`config.mk`:
```
export PLATFORM = sky130hd
export DESIGN_NAME = adc_input_mix_pga_regs
export DESIGN_NICKNAME = d
export VERILOG_FILES = /design/src/pkg/adc_mix_pkg.sv /design/src/core/pga_soft_step.sv /design/src/core/adc_input_mix_pga_regs.sv
export SDC_FILE = /design/constraint.sdc
export NUM_CORES = 1
export LEC_CHECK = 0
export BUFFER_PORTS_ARGS = -buffer_cell sky130_fd_sc_hd__buf_4
export CAP_MARGIN = 30
export CORE_ASPECT_RATIO = 1.5
export CORE_MARGIN = 2
export CORE_UTILIZATION = 40
export DETAILED_ROUTE_END_ITERATION = 8
export PLACE_DENSITY_LB_ADDON = 0.2
export SKIP_LAST_GASP = 1
export SLEW_MARGIN = 20
export SYNTH_ARGS = -nofsm -noshare
export SYNTH_HDL_FRONTEND = slang
export SYNTH_HIERARCHICAL = 1
export SYNTH_SLANG_ARGS = --single-unit
```
`constraint.sdc`:
```
create_clock -name clk_sys_i -period 4 [get_ports clk_sys_i]
set_input_delay 0.6 -clock clk_sys_i [delete_from_list [all_inputs] [get_ports clk_sys_i]]
set_output_delay 0.6 -clock clk_sys_i [all_outputs]
set_load 0.01 [all_outputs]
```
`src/pkg/adc_mix_pkg.sv`:
```
// Constants, field layout and types of the record front-end register bank
// ****************************************************************************
// Functional notes
// ****************************************************************************
package adc_mix_pkg;

    // ************************************************************************
    // Register offsets
    // ************************************************************************
    localparam logic [7:0] ADDR_DET_DRV = 8'h0e;
    localparam logic [7:0] ADDR_LEFT_GAIN = 8'h0f;
    localparam logic [7:0] ADDR_RIGHT_GAIN = 8'h10;
    localparam logic [7:0] ADDR_MIC3_LEFT = 8'h11;
    localparam logic [7:0] ADDR_MIC3_RIGHT = 8'h12;
    localparam logic [7:0] ADDR_FIRST_LINE_LEFT_IN = 8'h13;
    localparam logic [7:0] ADDR_SECOND_LINE_LEFT_IN = 8'h14;
    localparam logic [7:0] ADDR_FIRST_LINE_RIGHT_IN = 8'h15;

    // ************************************************************************
    // Bit positions and fields
    // ************************************************************************
    localparam int BIT_AC_COUPLED = 7;
    localparam int BIT_FULL_DIFF = 6;
    localparam int BIT_BUTTON = 5;
    localparam int BIT_HEADSET = 4;
    localparam int BIT_PSEUDO_DIFF = 3;
    localparam int BIT_MUTE = 7;
    localparam int BIT_SE_FD = 7;
    localparam int BIT_ADC_POWER = 2;
    localparam int BIT_WEAK_BIAS = 2;
    localparam int GAIN_MSB = 6;
    localparam int HI_LEVEL_MSB = 7;
    localparam int HI_LEVEL_LSB = 4;
    localparam int LO_LEVEL_MSB = 3;
    localparam int LINE_LEVEL_MSB = 6;
    localparam int LINE_LEVEL_LSB = 3;
    localparam int STEP_MSB = 1;
    localparam int LEFT_INPUTS = 5;
    localparam int RIGHT_INPUTS = 2;
    localparam int LINE_INPUTS = 3;

    // ************************************************************************
    // Write masks and reset values
    // ************************************************************************
    localparam logic [7:0] WMASK_DET_DRV = 8'hc8;
    localparam logic [7:0] WMASK_ALL = 8'hff;
    localparam logic [7:0] WMASK_SECOND_LINE_LEFT_IN = 8'hfc;
    localparam logic [7:0] WMASK_FIRST_LINE_RIGHT_IN = 8'hf8;
    localparam logic [7:0] RST_DET_DRV = 8'h00;
    localparam logic [7:0] RST_GAIN = 8'h80;
    localparam logic [7:0] RST_MIC3 = 8'hff;
    localparam logic [7:0] RST_LINE = 8'h78;
    localparam logic [7:0] READ_UNMAPPED = 8'h00;
    localparam logic [2:0] READ_RESERVED_DET = 3'h0;

    // ************************************************************************
    // Codes
    // ************************************************************************
    localparam logic [6:0] GAIN_MAX = 7'h77;
    localparam logic [6:0] GAIN_STEP = 7'h01;
    localparam logic [3:0] LEVEL_OFF = 4'hf;
    localparam logic [3:0] LEVEL_MAX_VALID = 4'h8;

    typedef enum logic [1:0] {
        STEP_EVERY_FS = 2'b00,
        STEP_EVERY_2FS = 2'b01,
        STEP_OFF_A = 2'b10,
        STEP_OFF_B = 2'b11
    } step_mode_t;

endpackage : adc_mix_pkg

```
`src/core/pga_soft_step.sv`:
```
// Amplifier gain walker with optional soft stepping
`timescale 1ns/1ps
module pga_soft_step (
    input wire logic clk_sys_i,
    input wire logic reset_i,
    input wire logic fs_tick_i,
    input wire adc_mix_pkg::step_mode_t step_mode_i,
    input wire logic [6:0] target_i,
    output logic [6:0] gain_o
);
    import adc_mix_pkg::*;

    logic half_phase;
    logic [6:0] gain;
    logic [6:0] next_gain;

    wire soft_on = (step_mode_i == STEP_EVERY_FS) || (step_mode_i == STEP_EVERY_2FS);
    wire step_now = fs_tick_i && ((step_mode_i == STEP_EVERY_FS) || half_phase);
    wire gain_up = step_now && (gain < target_i);
    wire gain_down = step_now && (gain > target_i);

    // Instant change when off, else one half-dB per step period
    assign next_gain = !soft_on ? target_i :
                       gain_up ? 7'(gain + GAIN_STEP) :
                       gain_down ? 7'(gain - GAIN_STEP) : gain;

    always_ff @(posedge clk_sys_i or posedge reset_i) begin
        if (reset_i) begin
            gain <= 7'h00;
            half_phase <= 1'b0;
        end else begin
            gain <= next_gain;
            if (fs_tick_i) begin
                half_phase <= ~half_phase;
            end
        end
    end

    assign gain_o = gain;

    step_size_a: assert property (@(posedge clk_sys_i) disable iff (reset_i)
        soft_on |=> ((gain - $past(gain)) == 7'h00 || (gain - $past(gain)) == 7'h01 ||
                     ($past(gain) - gain) == 7'h01))
        else $error("soft step moved gain by more than one code");

    instant_gain_a: assert property (@(posedge clk_sys_i) disable iff (reset_i)
        !soft_on |=> gain == $past(target_i))
        else $error("gain did not follow target with stepping off");

    hold_no_tick_a: assert property (@(posedge clk_sys_i) disable iff (reset_i)
        (soft_on && !fs_tick_i) |=> $stable(gain))
        else $error("gain moved without a sample tick");

endmodule : pga_soft_step

```
`src/core/adc_input_mix_pga_regs.sv`:
```
// Record front-end register bank: driver setup, detection flags, gains, mixer routing
`timescale 1ns/1ps
module adc_input_mix_pga_regs (
    input wire logic clk_sys_i,
    input wire logic reset_i,
    input wire logic [7:0] reg_addr_i,
    input wire logic reg_wr_i,
    input wire logic [7:0] reg_wdata_i,
    input wire logic reg_rd_i,
    output logic [7:0] reg_rdata_o,
    output logic reg_rvalid_o,
    input wire logic button_press_i,
    input wire logic headset_present_i,
    input wire logic headset_det_en_i,
    input wire logic fs_tick_i,
    input wire adc_mix_pkg::step_mode_t right_step_mode_i,
    output logic ac_coupled_o,
    output logic full_diff_out_o,
    output logic pseudo_diff_out_o,
    output logic left_mute_o,
    output logic right_mute_o,
    output logic [6:0] left_gain_o,
    output logic [6:0] right_gain_o,
    output logic [4:0][3:0] left_mix_level_o,
    output logic [4:0] left_mix_connect_o,
    output logic [1:0][3:0] right_mix_level_o,
    output logic [1:0] right_mix_connect_o,
    output logic [2:0] single_or_diff_select_o,
    output logic left_adc_power_o,
    output logic left_weak_bias_o
);
    import adc_mix_pkg::*;

    // ************************************************************************
    // Storage
    // ************************************************************************
    logic [7:0] det_drv;
    logic [7:0] left_amp_gain;
    logic [7:0] right_amp_gain;
    logic [7:0] third_mic_to_left_mix;
    logic [7:0] third_mic_to_right_mix;
    logic [7:0] line1_left_to_left_mix;
    logic [7:0] line2_left_to_left_mix;
    logic [7:0] line1_right_to_left_mix;
    logic button_flag;
    logic headset_flag;
    logic [7:0] rdata;
    logic rvalid;
    logic [4:0] left_connect;
    logic [1:0] right_connect;

    // ************************************************************************
    // Pin synchronisers
    // ************************************************************************
    logic button_meta;
    logic button_sync;
    logic headset_meta;
    logic headset_sync;

    always_ff @(posedge clk_sys_i or posedge reset_i) begin
        if (reset_i) begin
            button_meta <= 1'b0;
            button_sync <= 1'b0;
            headset_meta <= 1'b0;
            headset_sync <= 1'b0;
        end else begin
            button_meta <= button_press_i;
            button_sync <= button_meta;
            headset_meta <= headset_present_i;
            headset_sync <= headset_meta;
        end
    end

    // ************************************************************************
    // Write decode
    // ************************************************************************
    wire wr_det_drv = reg_wr_i && (reg_addr_i == ADDR_DET_DRV);
    wire wr_left_gain = reg_wr_i && (reg_addr_i == ADDR_LEFT_GAIN);
    wire wr_right_gain = reg_wr_i && (reg_addr_i == ADDR_RIGHT_GAIN);
    wire wr_mic3_left = reg_wr_i && (reg_addr_i == ADDR_MIC3_LEFT);
    wire wr_mic3_right = reg_wr_i && (reg_addr_i == ADDR_MIC3_RIGHT);
    wire wr_first_line_left_in = reg_wr_i && (reg_addr_i == ADDR_FIRST_LINE_LEFT_IN);
    wire wr_second_line_left_in = reg_wr_i && (reg_addr_i == ADDR_SECOND_LINE_LEFT_IN);
    wire wr_first_line_right_in = reg_wr_i && (reg_addr_i == ADDR_FIRST_LINE_RIGHT_IN);
    wire rd_det_drv = reg_rd_i && (reg_addr_i == ADDR_DET_DRV);

    // Read-only and reserved positions masked off, never stored
    wire [7:0] next_det_drv = reg_wdata_i & WMASK_DET_DRV;
    wire [7:0] next_second_line_left_in = reg_wdata_i & WMASK_SECOND_LINE_LEFT_IN;
    wire [7:0] next_first_line_right_in = reg_wdata_i & WMASK_FIRST_LINE_RIGHT_IN;

    always_ff @(posedge clk_sys_i or posedge reset_i) begin
        if (reset_i) begin
            det_drv <= RST_DET_DRV;
            left_amp_gain <= RST_GAIN;
            right_amp_gain <= RST_GAIN;
            third_mic_to_left_mix <= RST_MIC3;
            third_mic_to_right_mix <= RST_MIC3;
            line1_left_to_left_mix <= RST_LINE;
            line2_left_to_left_mix <= RST_LINE;
            line1_right_to_left_mix <= RST_LINE;
        end else begin
            if (wr_det_drv) begin
                det_drv <= next_det_drv;
            end
            if (wr_left_gain) begin
                left_amp_gain <= reg_wdata_i & WMASK_ALL;
            end
            if (wr_right_gain) begin
                right_amp_gain <= reg_wdata_i & WMASK_ALL;
            end
            if (wr_mic3_left) begin
                third_mic_to_left_mix <= reg_wdata_i;
            end
            if (wr_mic3_right) begin
                third_mic_to_right_mix <= reg_wdata_i;
            end
            if (wr_first_line_left_in) begin
                line1_left_to_left_mix <= reg_wdata_i;
            end
            if (wr_second_line_left_in) begin
                line2_left_to_left_mix <= next_second_line_left_in;
            end
            if (wr_first_line_right_in) begin
                line1_right_to_left_mix <= next_first_line_right_in;
            end
        end
    end

    // ************************************************************************
    // Detection flags
    // ************************************************************************
    // A press in the read cycle survives: set beats clear
    wire button_event = button_sync && headset_det_en_i;
    wire next_button_flag = button_event || (button_flag && !rd_det_drv);
    wire next_headset_flag = headset_sync && headset_det_en_i;

    always_ff @(posedge clk_sys_i or posedge reset_i) begin
        if (reset_i) begin
            button_flag <= 1'b0;
            headset_flag <= 1'b0;
        end else begin
            button_flag <= next_button_flag;
            headset_flag <= next_headset_flag;
        end
    end

    // ************************************************************************
    // Read path
    // ************************************************************************
    logic [7:0] read_word;

    wire [7:0] det_drv_view = {det_drv[BIT_AC_COUPLED], det_drv[BIT_FULL_DIFF], button_flag,
                               headset_flag, det_drv[BIT_PSEUDO_DIFF], READ_RESERVED_DET};

    always_comb begin
        if (reg_addr_i == ADDR_DET_DRV) begin
            read_word = det_drv_view;
        end else if (reg_addr_i == ADDR_LEFT_GAIN) begin
            read_word = left_amp_gain;
        end else if (reg_addr_i == ADDR_RIGHT_GAIN) begin
            read_word = right_amp_gain;
        end else if (reg_addr_i == ADDR_MIC3_LEFT) begin
            read_word = third_mic_to_left_mix;
        end else if (reg_addr_i == ADDR_MIC3_RIGHT) begin
            read_word = third_mic_to_right_mix;
        end else if (reg_addr_i == ADDR_FIRST_LINE_LEFT_IN) begin
            read_word = line1_left_to_left_mix;
        end else if (reg_addr_i == ADDR_SECOND_LINE_LEFT_IN) begin
            read_word = line2_left_to_left_mix;
        end else if (reg_addr_i == ADDR_FIRST_LINE_RIGHT_IN) begin
            read_word = line1_right_to_left_mix;
        end else begin
            read_word = READ_UNMAPPED;
        end
    end

    always_ff @(posedge clk_sys_i or posedge reset_i) begin
        if (reset_i) begin
            rdata <= READ_UNMAPPED;
            rvalid <= 1'b0;
        end else begin
            rvalid <= reg_rd_i;
            if (reg_rd_i) begin
                rdata <= read_word;
            end
        end
    end

    assign reg_rdata_o = rdata;
    assign reg_rvalid_o = rvalid;

    // ************************************************************************
    // Mixer routing
    // ************************************************************************
    wire [4:0][3:0] left_levels = {
        line1_right_to_left_mix[LINE_LEVEL_MSB:LINE_LEVEL_LSB],
        line2_left_to_left_mix[LINE_LEVEL_MSB:LINE_LEVEL_LSB],
        line1_left_to_left_mix[LINE_LEVEL_MSB:LINE_LEVEL_LSB],
        third_mic_to_left_mix[LO_LEVEL_MSB:0],
        third_mic_to_left_mix[HI_LEVEL_MSB:HI_LEVEL_LSB]
    };
    wire [1:0][3:0] right_levels = {
        third_mic_to_right_mix[LO_LEVEL_MSB:0],
        third_mic_to_right_mix[HI_LEVEL_MSB:HI_LEVEL_LSB]
    };

    // Reserved codes leave the input open rather than guessing an attenuation
    genvar gi;
    generate
        for (gi = 0; gi < LEFT_INPUTS; gi++) begin : g_left_connect
            always_ff @(posedge clk_sys_i or posedge reset_i) begin
                if (reset_i) begin
                    left_connect[gi] <= 1'b0;
                end else begin
                    left_connect[gi] <= (left_levels[gi] <= LEVEL_MAX_VALID);
                end
            end
        end
        for (gi = 0; gi < RIGHT_INPUTS; gi++) begin : g_right_connect
            always_ff @(posedge clk_sys_i or posedge reset_i) begin
                if (reset_i) begin
                    right_connect[gi] <= 1'b0;
                end else begin
                    right_connect[gi] <= (right_levels[gi] <= LEVEL_MAX_VALID);
                end
            end
        end
    endgenerate

    // Level codes pass on unchanged; the analog side reads 1.5 dB per code
    assign left_mix_level_o = left_levels;
    assign right_mix_level_o = right_levels;
    assign left_mix_connect_o = left_connect;
    assign right_mix_connect_o = right_connect;

    // ************************************************************************
    // Gain stepping
    // ************************************************************************
    wire [6:0] left_code = left_amp_gain[GAIN_MSB:0];
    wire [6:0] right_code = right_amp_gain[GAIN_MSB:0];
    wire [6:0] left_target = (left_code > GAIN_MAX) ? GAIN_MAX : left_code;
    wire [6:0] right_target = (right_code > GAIN_MAX) ? GAIN_MAX : right_code;
    wire step_mode_t left_step_mode = step_mode_t'(line1_left_to_left_mix[STEP_MSB:0]);

    pga_soft_step u_left_step (
        .clk_sys_i(clk_sys_i),
        .reset_i(reset_i),
        .fs_tick_i(fs_tick_i),
        .step_mode_i(left_step_mode),
        .target_i(left_target),
        .gain_o(left_gain_o)
    );

    pga_soft_step u_right_step (
        .clk_sys_i(clk_sys_i),
        .reset_i(reset_i),
        .fs_tick_i(fs_tick_i),
        .step_mode_i(right_step_mode_i),
        .target_i(right_target),
        .gain_o(right_gain_o)
    );

    // ************************************************************************
    // Control outputs
    // ************************************************************************
    assign ac_coupled_o = det_drv[BIT_AC_COUPLED];
    assign full_diff_out_o = det_drv[BIT_FULL_DIFF];
    assign pseudo_diff_out_o = det_drv[BIT_PSEUDO_DIFF];
    assign left_mute_o = left_amp_gain[BIT_MUTE];
    assign right_mute_o = right_amp_gain[BIT_MUTE];
    assign single_or_diff_select_o = {line1_right_to_left_mix[BIT_SE_FD],
                                      line2_left_to_left_mix[BIT_SE_FD],
                                      line1_left_to_left_mix[BIT_SE_FD]};
    assign left_adc_power_o = line1_left_to_left_mix[BIT_ADC_POWER];
    assign left_weak_bias_o = line2_left_to_left_mix[BIT_WEAK_BIAS];

    // ************************************************************************
    // Checks
    // ************************************************************************
    button_sticky_a: assert property (@(posedge clk_sys_i) disable iff (reset_i)
        (button_flag && !rd_det_drv) |=> button_flag)
        else $error("button flag dropped without a read");

    button_clear_a: assert property (@(posedge clk_sys_i) disable iff (reset_i)
        (rd_det_drv && !button_event) |=> (!button_flag && reg_rdata_o[BIT_BUTTON] == $past(button_flag)))
        else $error("button flag not returned then cleared by read");

    headset_flag_a: assert property (@(posedge clk_sys_i) disable iff (reset_i)
        !headset_det_en_i |=> !headset_flag)
        else $error("headset flag set with detection disabled");

    reserved_read_a: assert property (@(posedge clk_sys_i) disable iff (reset_i)
        rd_det_drv |=> reg_rvalid_o && reg_rdata_o[2:0] == READ_RESERVED_DET)
        else $error("reserved bits of detection register read nonzero");

    gain_sat_a: assert property (@(posedge clk_sys_i) disable iff (reset_i)
        (left_gain_o <= GAIN_MAX) && (right_gain_o <= GAIN_MAX))
        else $error("gain above saturation code");

    connect_map_a: assert property (@(posedge clk_sys_i) disable iff (reset_i)
        ##1 left_connect[0] == ($past(third_mic_to_left_mix[HI_LEVEL_MSB:HI_LEVEL_LSB]) != LEVEL_OFF))
        else $error("third mic connect does not follow level code");

    power_write_a: assert property (@(posedge clk_sys_i) disable iff (reset_i)
        wr_first_line_left_in |=> left_adc_power_o == $past(reg_wdata_i[BIT_ADC_POWER]))
        else $error("left converter power did not take written value");

    coupling_write_a: assert property (@(posedge clk_sys_i) disable iff (reset_i)
        wr_det_drv |=> ac_coupled_o == $past(reg_wdata_i[BIT_AC_COUPLED]) && (det_drv & ~WMASK_DET_DRV) == 8'h00)
        else $error("coupling bit did not take written value");

    full_diff_write_a: assert property (@(posedge clk_sys_i) disable iff (reset_i)
        wr_det_drv |=> full_diff_out_o == $past(reg_wdata_i[BIT_FULL_DIFF]))
        else $error("full differential bit did not take written value");

    pseudo_diff_write_a: assert property (@(posedge clk_sys_i) disable iff (reset_i)
        wr_det_drv |=> pseudo_diff_out_o == $past(reg_wdata_i[BIT_PSEUDO_DIFF]))
        else $error("pseudodifferential bit did not take written value");

    left_mute_write_a: assert property (@(posedge clk_sys_i) disable iff (reset_i)
        wr_left_gain |=> left_mute_o == $past(reg_wdata_i[BIT_MUTE]))
        else $error("left mute did not take written value");

    right_mute_write_a: assert property (@(posedge clk_sys_i) disable iff (reset_i)
        wr_right_gain |=> right_mute_o == $past(reg_wdata_i[BIT_MUTE]))
        else $error("right mute did not take written value");

    headset_follow_a: assert property (@(posedge clk_sys_i) disable iff (reset_i)
        headset_det_en_i |=> headset_flag == $past(headset_sync))
        else $error("headset flag did not follow synced detector");

    mic_level_write_a: assert property (@(posedge clk_sys_i) disable iff (reset_i)
        wr_mic3_left |=> left_mix_level_o[1] == $past(reg_wdata_i[LO_LEVEL_MSB:0]))
        else $error("third mic right level not taken from low nibble");

    bias_write_a: assert property (@(posedge clk_sys_i) disable iff (reset_i)
        wr_second_line_left_in |=> left_weak_bias_o == $past(reg_wdata_i[BIT_WEAK_BIAS]))
        else $error("weak bias did not take written value");

    unmapped_read_a: assert property (@(posedge clk_sys_i) disable iff (reset_i)
        (reg_rd_i && (reg_addr_i < ADDR_DET_DRV || reg_addr_i > ADDR_FIRST_LINE_RIGHT_IN)) |=> reg_rdata_o == READ_UNMAPPED)
        else $error("unmapped read returned nonzero");

endmodule : adc_input_mix_pga_regs

```
Word-level counts from Yosys, hierarchy flattened
Cells that the tools add are included.
{"block": "classes", "shifts": 0, "muxes": 16, "mul": 0, "eq_ne": 12, "n_addsub": 4, "reduce_logical": 26, "div": 0, "n_bitwise": 2, "magnitude_cmp": 13}
{"operator": "$mux 8", "n": 8}
{"operator": "$mux 7", "n": 8}
{"operator": "$eq 8x5->1 const B", "n": 6}
{"operator": "$le 4x4->1 const B", "n": 7}
{"operator": "$logic_and 1x1->1", "n": 18}
{"operator": "$eq 8x4->1 const B", "n": 2}
{"operator": "$add 7x1->7 const B", "n": 2}
{"operator": "$gt 7x7->1", "n": 2}
{"operator": "$gt 7x7->1 const B", "n": 2}
{"operator": "$lt 7x7->1", "n": 2}
{"operator": "$sub 7x1->7 const B", "n": 2}
{"operator": "$ne 3x3->1 const B", "n": 2}
{"operator": "$logic_or 1x1->1", "n": 5}
{"operator": "$eq 2x1->1 const B", "n": 2}
{"operator": "$logic_not 2->1", "n": 2}
{"operator": "$not 1->1", "n": 2}
{"operator": "$logic_not 1->1", "n": 1}
{"block": "word_totals", "input_bits": 26, "output_inout_bits": 68, "ramBits": 0, "regBits": 92, "word_cells": 100, "memories": 0, "latch_bits": 0, "mem_bits_ro": 0}

Depth between registers and ports, before layout
Gate-level depths: netlist of the first run.
{"block": "depth", "ltp_word": 9, "ltp_mapped": 14}

Modules after synthesis
Netlist of the first run, hierarchy kept.
{"module": "adc_input_mix_pga_regs", "n_inst": 1, "area_each_um2": 3626.0, "cells_per_inst": 281}
{"module": "pga_soft_step", "n_inst": 2, "area_each_um2": 789.5, "cells_per_inst": 90}

Worst setup path after synthesis of the first run
No wires, ideal clock.
{"block": "synth_path", "path_type": "reg2reg", "startpoint": "register left_amp_gain[6]", "endpoint": "register u_left_step.gain[6] (netlist: u_left_step/gain_o[6])", "period_less_slack_ns": 3.200, "slack_ns": 0.800, "arrival_time_ns": 3.068, "required_time_ns": 3.868, "stages_incl_launch_ff": 15, "path_buffers": 0, "setup_time_ns": 0.132, "path_cell_list": "dfrtp_1 nand4_1 and2_1 inv_1 ha_1 a211oi_2 o21bai_1 or3_4 fa_1 a211oi_1 o21bai_1 a21oi_1 xnor2_2 nor2_1 or3b_1"}
{"block": "synth_via", "elab_chain_cells": 6}
{"element": "start, declared", "line_no": "adc_input_mix_pga_regs.sv:38", "rtl": "logic [7:0] left_amp_gain;"}
{"element": "start signal, assigned", "line_no": "adc_input_mix_pga_regs.sv:107", "rtl": "left_amp_gain <= reg_wdata_i & WMASK_ALL;"}
{"element": "$gt 7x7->1 (*)", "line_no": "adc_input_mix_pga_regs.sv:242", "rtl": "wire [6:0] left_target = (left_code > GAIN_MAX) ? GAIN_MAX : left_code;"}
{"element": "$mux 7 (*)", "line_no": "adc_input_mix_pga_regs.sv:242"}
{"element": "via left_target[3]", "line_no": "adc_input_mix_pga_regs.sv:242"}
{"element": "$lt 7x7->1", "line_no": "pga_soft_step.sv:19", "rtl": "wire gain_up = step_now && (gain < target_i);"}
{"element": "$logic_and 1x1->1", "line_no": "pga_soft_step.sv:19"}
{"element": "$mux 7", "line_no": "pga_soft_step.sv:24", "rtl": "gain_up ? 7'(gain + GAIN_STEP) :"}
{"element": "$mux 7", "line_no": "pga_soft_step.sv:23", "rtl": "assign next_gain = !soft_on ? target_i :"}
{"element": "end signal, assigned", "line_no": "pga_soft_step.sv:32", "rtl": "gain <= next_gain;"}
{"element": "end, declared", "line_no": "pga_soft_step.sv:14", "rtl": "logic [6:0] gain;"}
The timed path passes the listed nets; every way through them passes the cells marked *.
A chain may end at the register's enable or synchronous reset.

Worst setup path after layout of the first run
{"block": "layout_path", "startpoint": "register right_amp_gain[6]", "endpoint": "register u_right_step.gain[6] (netlist: u_right_step/gain_o[6])"}
{"block": "layout_via", "elab_chain_cells": 6}
{"element": "start, declared", "line_no": "adc_input_mix_pga_regs.sv:39", "rtl": "logic [7:0] right_amp_gain;"}
{"element": "start signal, assigned", "line_no": "adc_input_mix_pga_regs.sv:110", "rtl": "right_amp_gain <= reg_wdata_i & WMASK_ALL;"}
{"element": "$gt 7x7->1 (*)", "line_no": "adc_input_mix_pga_regs.sv:243", "rtl": "wire [6:0] right_target = (right_code > GAIN_MAX) ? GAIN_MAX : right_code;"}
{"element": "$mux 7 (*)", "line_no": "adc_input_mix_pga_regs.sv:243"}
{"element": "via right_target[2]", "line_no": "adc_input_mix_pga_regs.sv:243"}
{"element": "$lt 7x7->1", "line_no": "pga_soft_step.sv:19"}
{"element": "$logic_and 1x1->1", "line_no": "pga_soft_step.sv:19"}
{"element": "$mux 7", "line_no": "pga_soft_step.sv:24"}
{"element": "$mux 7", "line_no": "pga_soft_step.sv:23"}
{"element": "end signal, assigned", "line_no": "pga_soft_step.sv:32"}
{"element": "end, declared", "line_no": "pga_soft_step.sv:14"}
Marks and branches as above.

==> impl_metrics.env, run 1 <==
export IMPL_status="complete, no violations"
export IMPL_antenna_found_initial=0
export IMPL_ys_seq_area_share_pct=45.0
export IMPL_hold_viol_final=0
export IMPL_fillers=1206
export IMPL_start_util_pct=40.6
export IMPL_max_clock_freq_mhz=285
export IMPL_yosys_warnings=6
export IMPL_ir_worst_vdd_mv=0.210
export IMPL_path_common_cell="a21oi_1"
export IMPL_portBuffers=93
export IMPL_worst_hold_slack_ns=0.245
export IMPL_slowest_delay_ns=0.45
export IMPL_slowest_stage="fa_1"
export IMPL_power_leakage_nw=2.83
export IMPL_reg2reg_slack_ns=0.49
export IMPL_slew_viol_final=0
export IMPL_worstSetupPathType="reg -> reg"
export IMPL_core_area_um2=12800
export IMPL_max_cap_violations=0
export IMPL_wl_um=14100
export IMPL_die_width_um=97.1
export IMPL_hp_class="in -> async"
export IMPL_top_usage_layer="met2"
export IMPL_postSynthCellCount=461
export IMPL_final_nets=595
export IMPL_ys_flop_type="dfrtp_1"
export IMPL_pin_count=94
export IMPL_crit_chain="nand4_1 > nand2b_1 > inv_1 > ha_1 > a21oi_1 > a21oi_1 > or3_4 > fa_1 > a211oi_1 > o21bai_1 > a21oi_1 > xnor2_2 > nor2_1 > or3b_1"
export IMPL_synth_cell_type_count=60
export IMPL_cp_top_family="simple AND/OR/NAND/NOR gates"
export IMPL_insertion_delay_ns=0.34
export IMPL_drt_iter0_markers=253
export IMPL_met2_usage_pct=36.1
export IMPL_timing_final_crit_period_ns=3.51
export IMPL_cts_made_buffers=9
export IMPL_hpwl_um=10700
export IMPL_num_antenna_cells=0
export IMPL_dieArea_um2=14000
export IMPL_ys_ff_latch=92
export IMPL_vias_per_cell=5.65
export IMPL_setup_violations_final=0
export IMPL_critPathBufInv=1
export IMPL_die_h_um=144
export IMPL_firstDrtPassIters=4
export IMPL_fin_crit_sh_pct=87.8
export IMPL_cts_buffer_depth=2
export IMPL_p_per_area_nw_per_um2=533
export IMPL_seq_area_um2=2340
export IMPL_dp_cells=689
export IMPL_drt_drc_violations_left=0
export IMPL_cts_resized=0
export IMPL_clock_sinks=92
export IMPL_grt_usage_pct=20.7
export IMPL_cp_arrival_ns=3.73
export IMPL_use_met1_pct=24.6
export IMPL_row_count=51
export IMPL_grt_pass1_wl_um=22500
export IMPL_multi_input_area_um2=2650
export IMPL_synth_edf_count=0
export IMPL_grt_max_degree=40
export IMPL_syn_avg_cell_area_um2=11.3
export IMPL_htreeDepth=3
export IMPL_drtAntennaViolNets=0
export IMPL_syn_nets=513
export IMPL_fin_skew_ns=0.00648
export IMPL_gp_congestion=0.854
export IMPL_cts_tree="done"
export IMPL_synth_async_sr_flop_share_pct=100
export IMPL_rsz0062_at_grt="false"
export IMPL_clockRootBuffer="clkbuf_16"
export IMPL_final_cells=707
export IMPL_grt_pass1_vias=4213
export IMPL_required_ns=4.21
export IMPL_end_kind="flip-flop"
export IMPL_start_kind="flip-flop"
export IMPL_postCtsSetupRepairBufs=0
export IMPL_grt_util_met3_pct=3.94
export IMPL_postCtsHoldBufs=0
export IMPL_clk_pin_slew_ns=0.07
export IMPL_netlist_area_um2=5200
export IMPL_crit_fanout=7
export IMPL_worst_pin_slew_ns=0.872
export IMPL_timing_setup_tns_ns=0
export IMPL_vias=3997
export IMPL_syn2layout_area_growth_pct=21.2
export IMPL_avgRoutedWirePerCell_um=20.0
export IMPL_grt_overflow=0
export IMPL_drive_gt1_share_pct=40.0
export IMPL_slew_headroom_pct=41.8
-- power breakdown --
part           switching (mW)  internal [mW]
Sequential              0.132           1.05
Clock                   0.375          0.491
Combinational           0.667          0.647
-- cells in the final DEF, fill, tap and decap left out, types with 4 or more instances in the layout --
| cell | n |
|---|---|
| o22ai_1 | 7 |
| mux2_2 | 54 |
| mux2i_1 | 11 |
| nand3_1 | 9 |
| nand2b_1 | 13 |
| nor2b_1 | 15 |
| clkbuf_16 | 9 |
| o21bai_1 | 4 |
| o21a_1 | 5 |
| dfstp_2 | 30 |
| nand2_1 | 32 |
| nor2_1 | 8 |
| nand4_1 | 7 |
| o31ai_1 | 14 |
| o32ai_1 | 4 |
| a21oi_1 | 14 |
| o21ai_0 | 20 |
| inv_1 | 23 |
| buf_4 | 94 |
| xnor2_1 | 10 |
| o221ai_1 | 4 |
| dfrtp_1 | 62 |
| a31oi_1 | 6 |
| ha_1 | 24 |
-- layer usage --
| layer | share of wire (%) | routed length (um) |
|---|---|---|
| met1 | 40 | 5720 |
| met2 | 51 | 7250 |
| met3 | 4.6 | 647 |
| met4 | 3.6 | 507 |
| met5 | 0 | 0 |
-- area by class of cell --
cell class                 instances  share of cell area (%)
multi-input combinational        319                    42.0
sequential                        92                    37.1
timing repair buffer              97                    11.7
clock buffer                      10                    3.63
tap                              159                    3.15
inverter                          24                    1.43
clock inverter                     6                    1.09
-- kinds of logic after synthesis --
| logic type | after synthesis | synth area share [%] |
|---|---|---|
| AND/OR/NAND/NOR | 112 | 13.5 |
| AO/OA/AOI/OAI | 100 | 13.5 |
| flip-flops | 92 | 45.0 |
| multiplexers | 67 | 14.7 |
| buffers and inverters | 50 | 4.18 |
| adder cells (fa/ha/maj) | 26 | 6.54 |
| XOR/XNOR | 14 | 2.64 |
-- metrics by stage --
stage	power [mW]	cell area [um2]	setup slack (ns)	utilization, %
final	3.36	6310	0.487	49.2
after global routing	3.60	6310	0.174	49.2
after CTS	3.39	6300	0.485	49.1
after detailed placement	2.51	6000	0.492	46.8
after global placement	2.47	6000	0.603	46.8
after floorplan	2.12	5200	0.800	-
-- flip-flops by register name, indices dropped and copies added, names as in the netlist, 6 cells and up --
signal                  flops
left_amp_gain               8
line1_left_to_left_mix      8
line2_left_to_left_mix      6
reg_rdata_o                 8
right_amp_gain              8
third_mic_to_left_mix       8
third_mic_to_right_mix      8
u_left_step/gain_o          7
u_right_step/gain_o         7
-- cells in the mapped netlist, types with 3 or more instances --
cell type  count  area [um2]
a21o_1         3        22.5
a21oi_1       14        70.1
a221o_1        3        30.0
a31oi_1        6        37.5
and2_1         3        18.8
buf_2          6        30.0
buf_4          6        45.0
clkbuf_1      13        48.8
dfrtp_1       62        1550
dfstp_2       30         788
ha_1          24         300
inv_1         24        90.1
mux2_2        54         608
mux2i_1       11         110
nand2_1       32         120
nand2b_1      13        81.3
nand3_1        9        45.0
nand3b_1       3        22.5
nand4_1        7        43.8
nor2_1         8        30.0
nor2b_1       15        93.8
o21a_1         5        37.5
o21ai_0       20         100
o21bai_1       4        30.0
o221ai_1       4        35.0
o22ai_1        7        43.8
o31ai_1       14         105
o32ai_1        4        35.0
xnor2_1       10        87.6
-- worst paths after layout --
check	start	end	depth (start not counted)
max reg2reg	right_amp_gain[6]$_DFFE_PP0P_	u_right_step/gain_o[6]$_DFFE_PP0P_	14
min	reset_i	u_right_step/half_phase$_DFFE_PP0P_	2
min in group clk_sys_i	button_meta$_DFF_PP0_	button_sync$_DFF_PP0_	0
min reg2reg	button_meta$_DFF_PP0_	button_sync$_DFF_PP0_	0
max	right_amp_gain[6]$_DFFE_PP0P_	u_right_step/gain_o[6]$_DFFE_PP0P_	14
max in group asynchronous	reset_i	line1_left_to_left_mix[4]$_DFFE_PP1P_	3
Note: power is estimated with default switching activity, not from simulation.
==> run 2, diff against run 1 <==
==> constraint.sdc (replaced) <==
create_clock -name clk_sys_i -period 4 [get_ports clk_sys_i]
set_input_delay 0 -clock clk_sys_i [delete_from_list [all_inputs] [get_ports clk_sys_i]]
set_output_delay 0 -clock clk_sys_i [all_outputs]
set_load 0.01 [all_outputs]
==> impl_metrics.env, run 2 (synthesis gave the netlist of run 1 again) <==
export IMPL_cp_top_family="simple AND/OR/NAND/NOR gates"
export IMPL_swShare_pct=35.5
export IMPL_num_antenna_cells=0
export IMPL_worstSetupPathType="reg -> reg"
export IMPL_timing_setup_tns_ns=0
export IMPL_fin_skew_ns=0.00646
export IMPL_htreeDepth=3
export IMPL_final_core_util_pct=50.1
export IMPL_hpwl_um=10500
export IMPL_start_kind="flip-flop"
export IMPL_hold_path_startpoint="reg_wdata_i[3]"
export IMPL_antenna_found_initial=0
export IMPL_wl_um=14000
export IMPL_vias_per_cell=5.54
export IMPL_status="complete, no violations"
export IMPL_clock_sinks=92
export IMPL_p_seq_share_pct=35.3
export IMPL_comb_power_share_pct=39.6
export IMPL_gp_congestion=0.838
export IMPL_syn2layout_area_growth_pct=23.5
export IMPL_rr_endpoint="u_left_step/gain_o[6]$_DFFE_PP0P_"
export IMPL_final_nets=608
export IMPL_pin_count=94
export IMPL_slowest_delay_ns=0.45
export IMPL_fin_crit_sh_pct=91.3
export IMPL_cp_arrival_ns=3.87
export IMPL_end_kind="flip-flop"
export IMPL_fillers=1187
export IMPL_regToRegStartpoint="left_amp_gain[6]$_DFFE_PP0P_"
export IMPL_ir_worst_vdd_mv=0.255
export IMPL_cts_buffer_depth=2
export IMPL_clockRootBuffer="clkbuf_16"
export IMPL_clk_pin_slew_ns=0.07
export IMPL_finalWorstSetupSlack_ns=0.348
export IMPL_core_area_um2=12800
export IMPL_final_cell_area_um2=6430
export IMPL_slew_viol_final=0
export IMPL_rsz0062_at_grt="false"
export IMPL_drt_drc_violations_left=0
export IMPL_min_to="right_amp_gain[3]$_DFFE_PP0P_"
export IMPL_die_h_um=144
export IMPL_crit_chain="nand4_1 > nand2b_1 > inv_1 > ha_1 > a21oi_1 > a21oi_1 > or3_4 > fa_1 > a211oi_1 > o21bai_1 > a21oi_1 > xnor2_2 > nor2_1 > or3b_1"
export IMPL_firstDrtPassIters=4
export IMPL_p_clk_share_pct=25.0
export IMPL_vias=3992
export IMPL_timing_final_crit_period_ns=3.65
export IMPL_portBuffers=93
export IMPL_hp_class="in -> reg"
export IMPL_grt_pass1_vias=4072
export IMPL_drtAntennaViolNets=0
export IMPL_hold_depth=2
export IMPL_dieArea_um2=14000
export IMPL_row_count=51
export IMPL_start_util_pct=40.6
export IMPL_drive_gt1_share_pct=39.2
export IMPL_power_leakage_nw=2.88
export IMPL_insertion_delay_ns=0.34
export IMPL_postCtsSetupRepairBufs=0
export IMPL_hold_viol_final=0
export IMPL_avgRoutedWirePerCell_um=19.5
export IMPL_reg2reg_slack_ns=0.35
export IMPL_required_ns=4.22
export IMPL_mostFrequentLayoutCell="buf_4"
export IMPL_grt_overflow=0
export IMPL_path_common_cell="a21oi_1"
export IMPL_die_width_um=97.1
export IMPL_worst_pin_slew_ns=0.778
export IMPL_cts_tree="done"
export IMPL_place_area_um2=5990
export IMPL_drt_iter0_markers=291
export IMPL_p_per_area_nw_per_um2=520
export IMPL_max_clock_freq_mhz=274
export IMPL_place_ws_ns=0.404
export IMPL_final_cell_mix="buf_4, dfrtp_1, mux2_2, nand2_1, dfstp_2"
export IMPL_finalPower_mw=3.34
export IMPL_max_cap_violations=0
export IMPL_crit_fanout=7
export IMPL_critPathBufInv=1
export IMPL_grt_pass1_wl_um=22300
export IMPL_slew_headroom_pct=48.0
export IMPL_slowest_stage="dfrtp_1"
export IMPL_setup_violations_final=0
export IMPL_cts_made_buffers=9
export IMPL_grt_usage_pct=20.5
export IMPL_intPower_mw=2.15
export IMPL_r2r_cells=14
export IMPL_grt_max_degree=40
export IMPL_switchingPower_mw=1.19
## run 2: cell type report
class                   count  area, um2  area share [%]
multi-input cells         319       2650            41.2
clock inverters             6       60.1           0.934
flip-flops and latches     92       2340            36.4
well taps                 159        199            3.09
inverters                  24       90.1            1.40
clock buffers              10        239            3.72
repair buffers            110        853            13.3
## run 2: metal layers
layer | GRT usage, % | vias up | wire length [um]
li1 | - | 1872 | -
met1 | 24.6 | 1995 | 5760
met2 | 36.3 | 103 | 7260
met3 | 4.13 | 22 | 627
met4 | 7.56 | 0 | 386
met5 | 0 | - | 0
## run 2: worst max-delay path by stage
stage                                            start                                end  slack [ns]  cells after the start
after floorplan           left_amp_gain[6]$_DFFE_PP0P_  u_left_step/gain_o[6]$_DFFE_PP0P_        0.80                     14
after global placement    left_amp_gain[4]$_DFFE_PP0P_  u_left_step/gain_o[6]$_DFFE_PP0P_        0.60                     14
after detailed placement  left_amp_gain[5]$_DFFE_PP0P_  u_left_step/gain_o[6]$_DFFE_PP0P_        0.40                     14
after CTS                 left_amp_gain[6]$_DFFE_PP0P_  u_left_step/gain_o[6]$_DFFE_PP0P_        0.38                     14
after global routing      left_amp_gain[6]$_DFFE_PP0P_  u_left_step/gain_o[6]$_DFFE_PP0P_        0.18                     14
final                     left_amp_gain[6]$_DFFE_PP0P_  u_left_step/gain_o[6]$_DFFE_PP0P_        0.35                     14
## run 2: what timing repair did
action                    in CTS  in global routing
resized for setup              0                  0
hold endpoints to repair      81                  0
hold buffers                  13                  0
## run 2: power groups by stage
| stage | combinational [mW] | sequential, mW | clock [mW] |
|---|---|---|---|
| floorplan | 0.927 | 1.19 | 0 |
| global placement | 1.27 | 1.20 | 0 |
| detailed placement | 1.31 | 1.20 | 0 |
| CTS | 1.32 | 1.18 | 0.855 |
| global route | 1.48 | 1.20 | 0.895 |
| finish | 1.32 | 1.18 | 0.836 |
## run 2: worst register-to-register path, cell delays in order, from the launching register on
cell,delay (ns)
dfrtp_1,0.45
nand4_1,0.20
nand2b_1,0.16
inv_1,0.06
ha_1,0.32
a21oi_1,0.21
a21oi_1,0.10
or3_4,0.40
fa_1,0.44
a211oi_1,0.29
o21bai_1,0.11
a21oi_1,0.24
xnor2_2,0.15
nor2_1,0.06
or3b_1,0.34
## run 2: stage by stage
step | hold slack [ns] | std cells
2_1_floorplan | -0.184 | 461
3_3_place_gp | 0.00332 | 689
3_5_place_dp | 0.00596 | 689
4_1_cts | 0.0107 | 718
5_1_grt | 0.0186 | 720
6_report | 0.0255 | 720
==> run 3, diff against run 2 <==
Settings changed: CORE_ASPECT_RATIO 1.5 to default.
==> impl_metrics.env, run 3 (synthesis gave the netlist of run 1 again) <==
export IMPL_cts_buffer_depth=2
export IMPL_grt_max_degree=41
export IMPL_cp_arrival_ns=3.74
export IMPL_setup_violations_final=0
export IMPL_htreeDepth=3
export IMPL_cts_resized=0
export IMPL_clockRootBuffer="clkbuf_16"
export IMPL_critPathBufInv=1
export IMPL_final_cell_area_um2=6450
export IMPL_mostFrequentLayoutCell="buf_4"
export IMPL_clk_pin_slew_ns=0.07
export IMPL_vias_per_cell=5.47
export IMPL_p_seq_share_pct=34.9
export IMPL_grt_pass1_vias=4081
export IMPL_hpwl_um=10100
export IMPL_p_per_area_nw_per_um2=524
export IMPL_postCtsSetupRepairBufs=0
export IMPL_place_ws_ns=0.518
export IMPL_crit_chain="nand4_1 > nand2b_1 > inv_1 > ha_1 > a21oi_1 > a21oi_1 > or3_4 > fa_1 > a211oi_1 > o21bai_1 > a21oi_1 > xnor2_2 > nor2_1 > or3b_1"
export IMPL_grt_pass1_wl_um=22300
export IMPL_timing_setup_tns_ns=0
export IMPL_grt_overflow=0
export IMPL_gp_congestion=0.888
export IMPL_hold_viol_final=0
export IMPL_crit_fanout=7
export IMPL_drt_drc_violations_left=0
export IMPL_start_util_pct=41.1
export IMPL_r2r_cells=14
export IMPL_worst_hold_slack_ns=0.00380
export IMPL_worst_pin_slew_ns=1.01
export IMPL_hp_class="in -> reg"
export IMPL_num_antenna_cells=0
export IMPL_fillers=1144
export IMPL_power_leakage_nw=2.88
export IMPL_swShare_pct=34.2
export IMPL_regToRegStartpoint="right_amp_gain[4]$_DFFE_PP0P_"
export IMPL_intPower_mw=2.22
export IMPL_die_width_um=118
export IMPL_slowest_delay_ns=0.44
export IMPL_drive_gt1_share_pct=38.9
export IMPL_vias=4006
export IMPL_ir_worst_vdd_mv=0.237
export IMPL_row_count=41
export IMPL_finalWorstSetupSlack_ns=0.492
export IMPL_comb_power_share_pct=38.7
export IMPL_rsz0062_at_grt="false"
export IMPL_pin_count=94
export IMPL_path_common_cell="a21oi_1"
export IMPL_place_area_um2=6010
export IMPL_timing_final_crit_period_ns=3.51
export IMPL_avgRoutedWirePerCell_um=18.7
export IMPL_fin_skew_ns=0.00929
export IMPL_slew_headroom_pct=32.1
export IMPL_status="complete, no violations"
export IMPL_die_h_um=118
export IMPL_switchingPower_mw=1.16
export IMPL_reg2reg_slack_ns=0.49
export IMPL_cts_tree="done"
export IMPL_worstSetupPathType="reg -> reg"
export IMPL_postCtsHoldBufs=13
export IMPL_slowest_stage="fa_1"
export IMPL_drtAntennaViolNets=0
export IMPL_slew_viol_final=0
export IMPL_end_kind="flip-flop"
export IMPL_syn2layout_area_growth_pct=24.0
export IMPL_wl_um=13700
export IMPL_drt_iter0_markers=215
export IMPL_core_area_um2=12700
export IMPL_start_kind="flip-flop"
export IMPL_rr_endpoint="u_right_step/gain_o[6]$_DFFE_PP0P_"
export IMPL_insertion_delay_ns=0.35
export IMPL_hold_path_startpoint="reg_wdata_i[3]"
export IMPL_required_ns=4.23
export IMPL_grt_usage_pct=20.5
export IMPL_p_clk_share_pct=26.4
export IMPL_firstDrtPassIters=4
export IMPL_max_cap_violations=0
export IMPL_cts_made_buffers=9
export IMPL_cp_top_family="simple AND/OR/NAND/NOR gates"
export IMPL_portBuffers=93
export IMPL_min_to="right_amp_gain[3]$_DFFE_PP0P_"
export IMPL_max_clock_freq_mhz=285
export IMPL_antenna_found_initial=0
export IMPL_final_cell_mix="buf_4, dfrtp_1, mux2_2, nand2_1, dfstp_2"
export IMPL_dieArea_um2=13900
export IMPL_clock_sinks=92
export IMPL_final_nets=607
export IMPL_finalPower_mw=3.38
export IMPL_hold_depth=2
export IMPL_fin_crit_sh_pct=87.7
run 3: changes by cell type in the layout (fill, tap and decap cells not counted):
| cell | before | now |
|---|---|---|
| clkinv_4 | 2 | 0 |
| bufinv_16 | 0 | 1 |
| clkbuf_1 | 0 | 1 |
| clkbuf_16 | 9 | 10 |
| clkbuf_2 | 2 | 1 |
| clkbuf_8 | 1 | 0 |
| clkinv_2 | 0 | 1 |
| clkinv_8 | 1 | 0 |
| clkinvlp_4 | 2 | 1 |
| inv_4 | 0 | 1 |
| inv_6 | 0 | 1 |
| inv_8 | 1 | 0 |
run 3: layout make-up:
class	count	area, um2	share of cell area (%)
multi-input combinational	319	2650	41.0
sequential	92	2340	36.3
timing repair buffer	109	848	13.1
clock buffer	11	254	3.94
tap	172	215	3.34
inverter	24	90.1	1.40
clock inverter	5	57.6	0.892
run 3: worst max-delay path by stage:
stage / startpoint / endpoint / slack [ns] / cells past startpoint
after floorplan: left_amp_gain[6]$_DFFE_PP0P_ / u_left_step/gain_o[6]$_DFFE_PP0P_ / 0.80 / 14
after global placement: left_amp_gain[6]$_DFFE_PP0P_ / u_left_step/gain_o[6]$_DFFE_PP0P_ / 0.63 / 14
after detailed placement: left_amp_gain[6]$_DFFE_PP0P_ / u_left_step/gain_o[6]$_DFFE_PP0P_ / 0.52 / 14
after CTS: left_amp_gain[6]$_DFFE_PP0P_ / u_left_step/gain_o[6]$_DFFE_PP0P_ / 0.50 / 14
after global routing: left_amp_gain[6]$_DFFE_PP0P_ / u_left_step/gain_o[6]$_DFFE_PP0P_ / 0.27 / 14
final: right_amp_gain[4]$_DFFE_PP0P_ / u_right_step/gain_o[6]$_DFFE_PP0P_ / 0.49 / 14
run 3: power groups by stage:
stage | clock network, mW | logic, mW | registers (mW)
CTS | 0.914 | 1.31 | 1.18
global placement | 0 | 1.26 | 1.19
floorplan | 0 | 0.927 | 1.19
detailed placement | 0 | 1.30 | 1.20
finish | 0.891 | 1.31 | 1.18
global route | 0.946 | 1.48 | 1.20
run 3: routing by layer:
metal	up-vias	GRT usage [%]	share of wire (%)
li1	1868	-	-
met1	2006	27.2	44
met2	112	33.1	49
met3	20	5.04	5.0
met4	0	6.40	2.0
met5	-	0	0
run 3: worst register-to-register path, delay by kind of cell, from the launching register on:
family	cells	cell delay, ns
compound gates	5	0.85
simple gates	5	1.14
fa+ha+maj	2	0.77
xor+xnor	1	0.15
buf+inv	1	0.05
flops	1	0.42
run 3: stage by stage:
stage	instances	util (%)
final	732	50.9
after detailed placement	702	47.4
after floorplan	461	-
after global routing	732	50.9
after CTS	731	50.9
after global placement	702	47.4
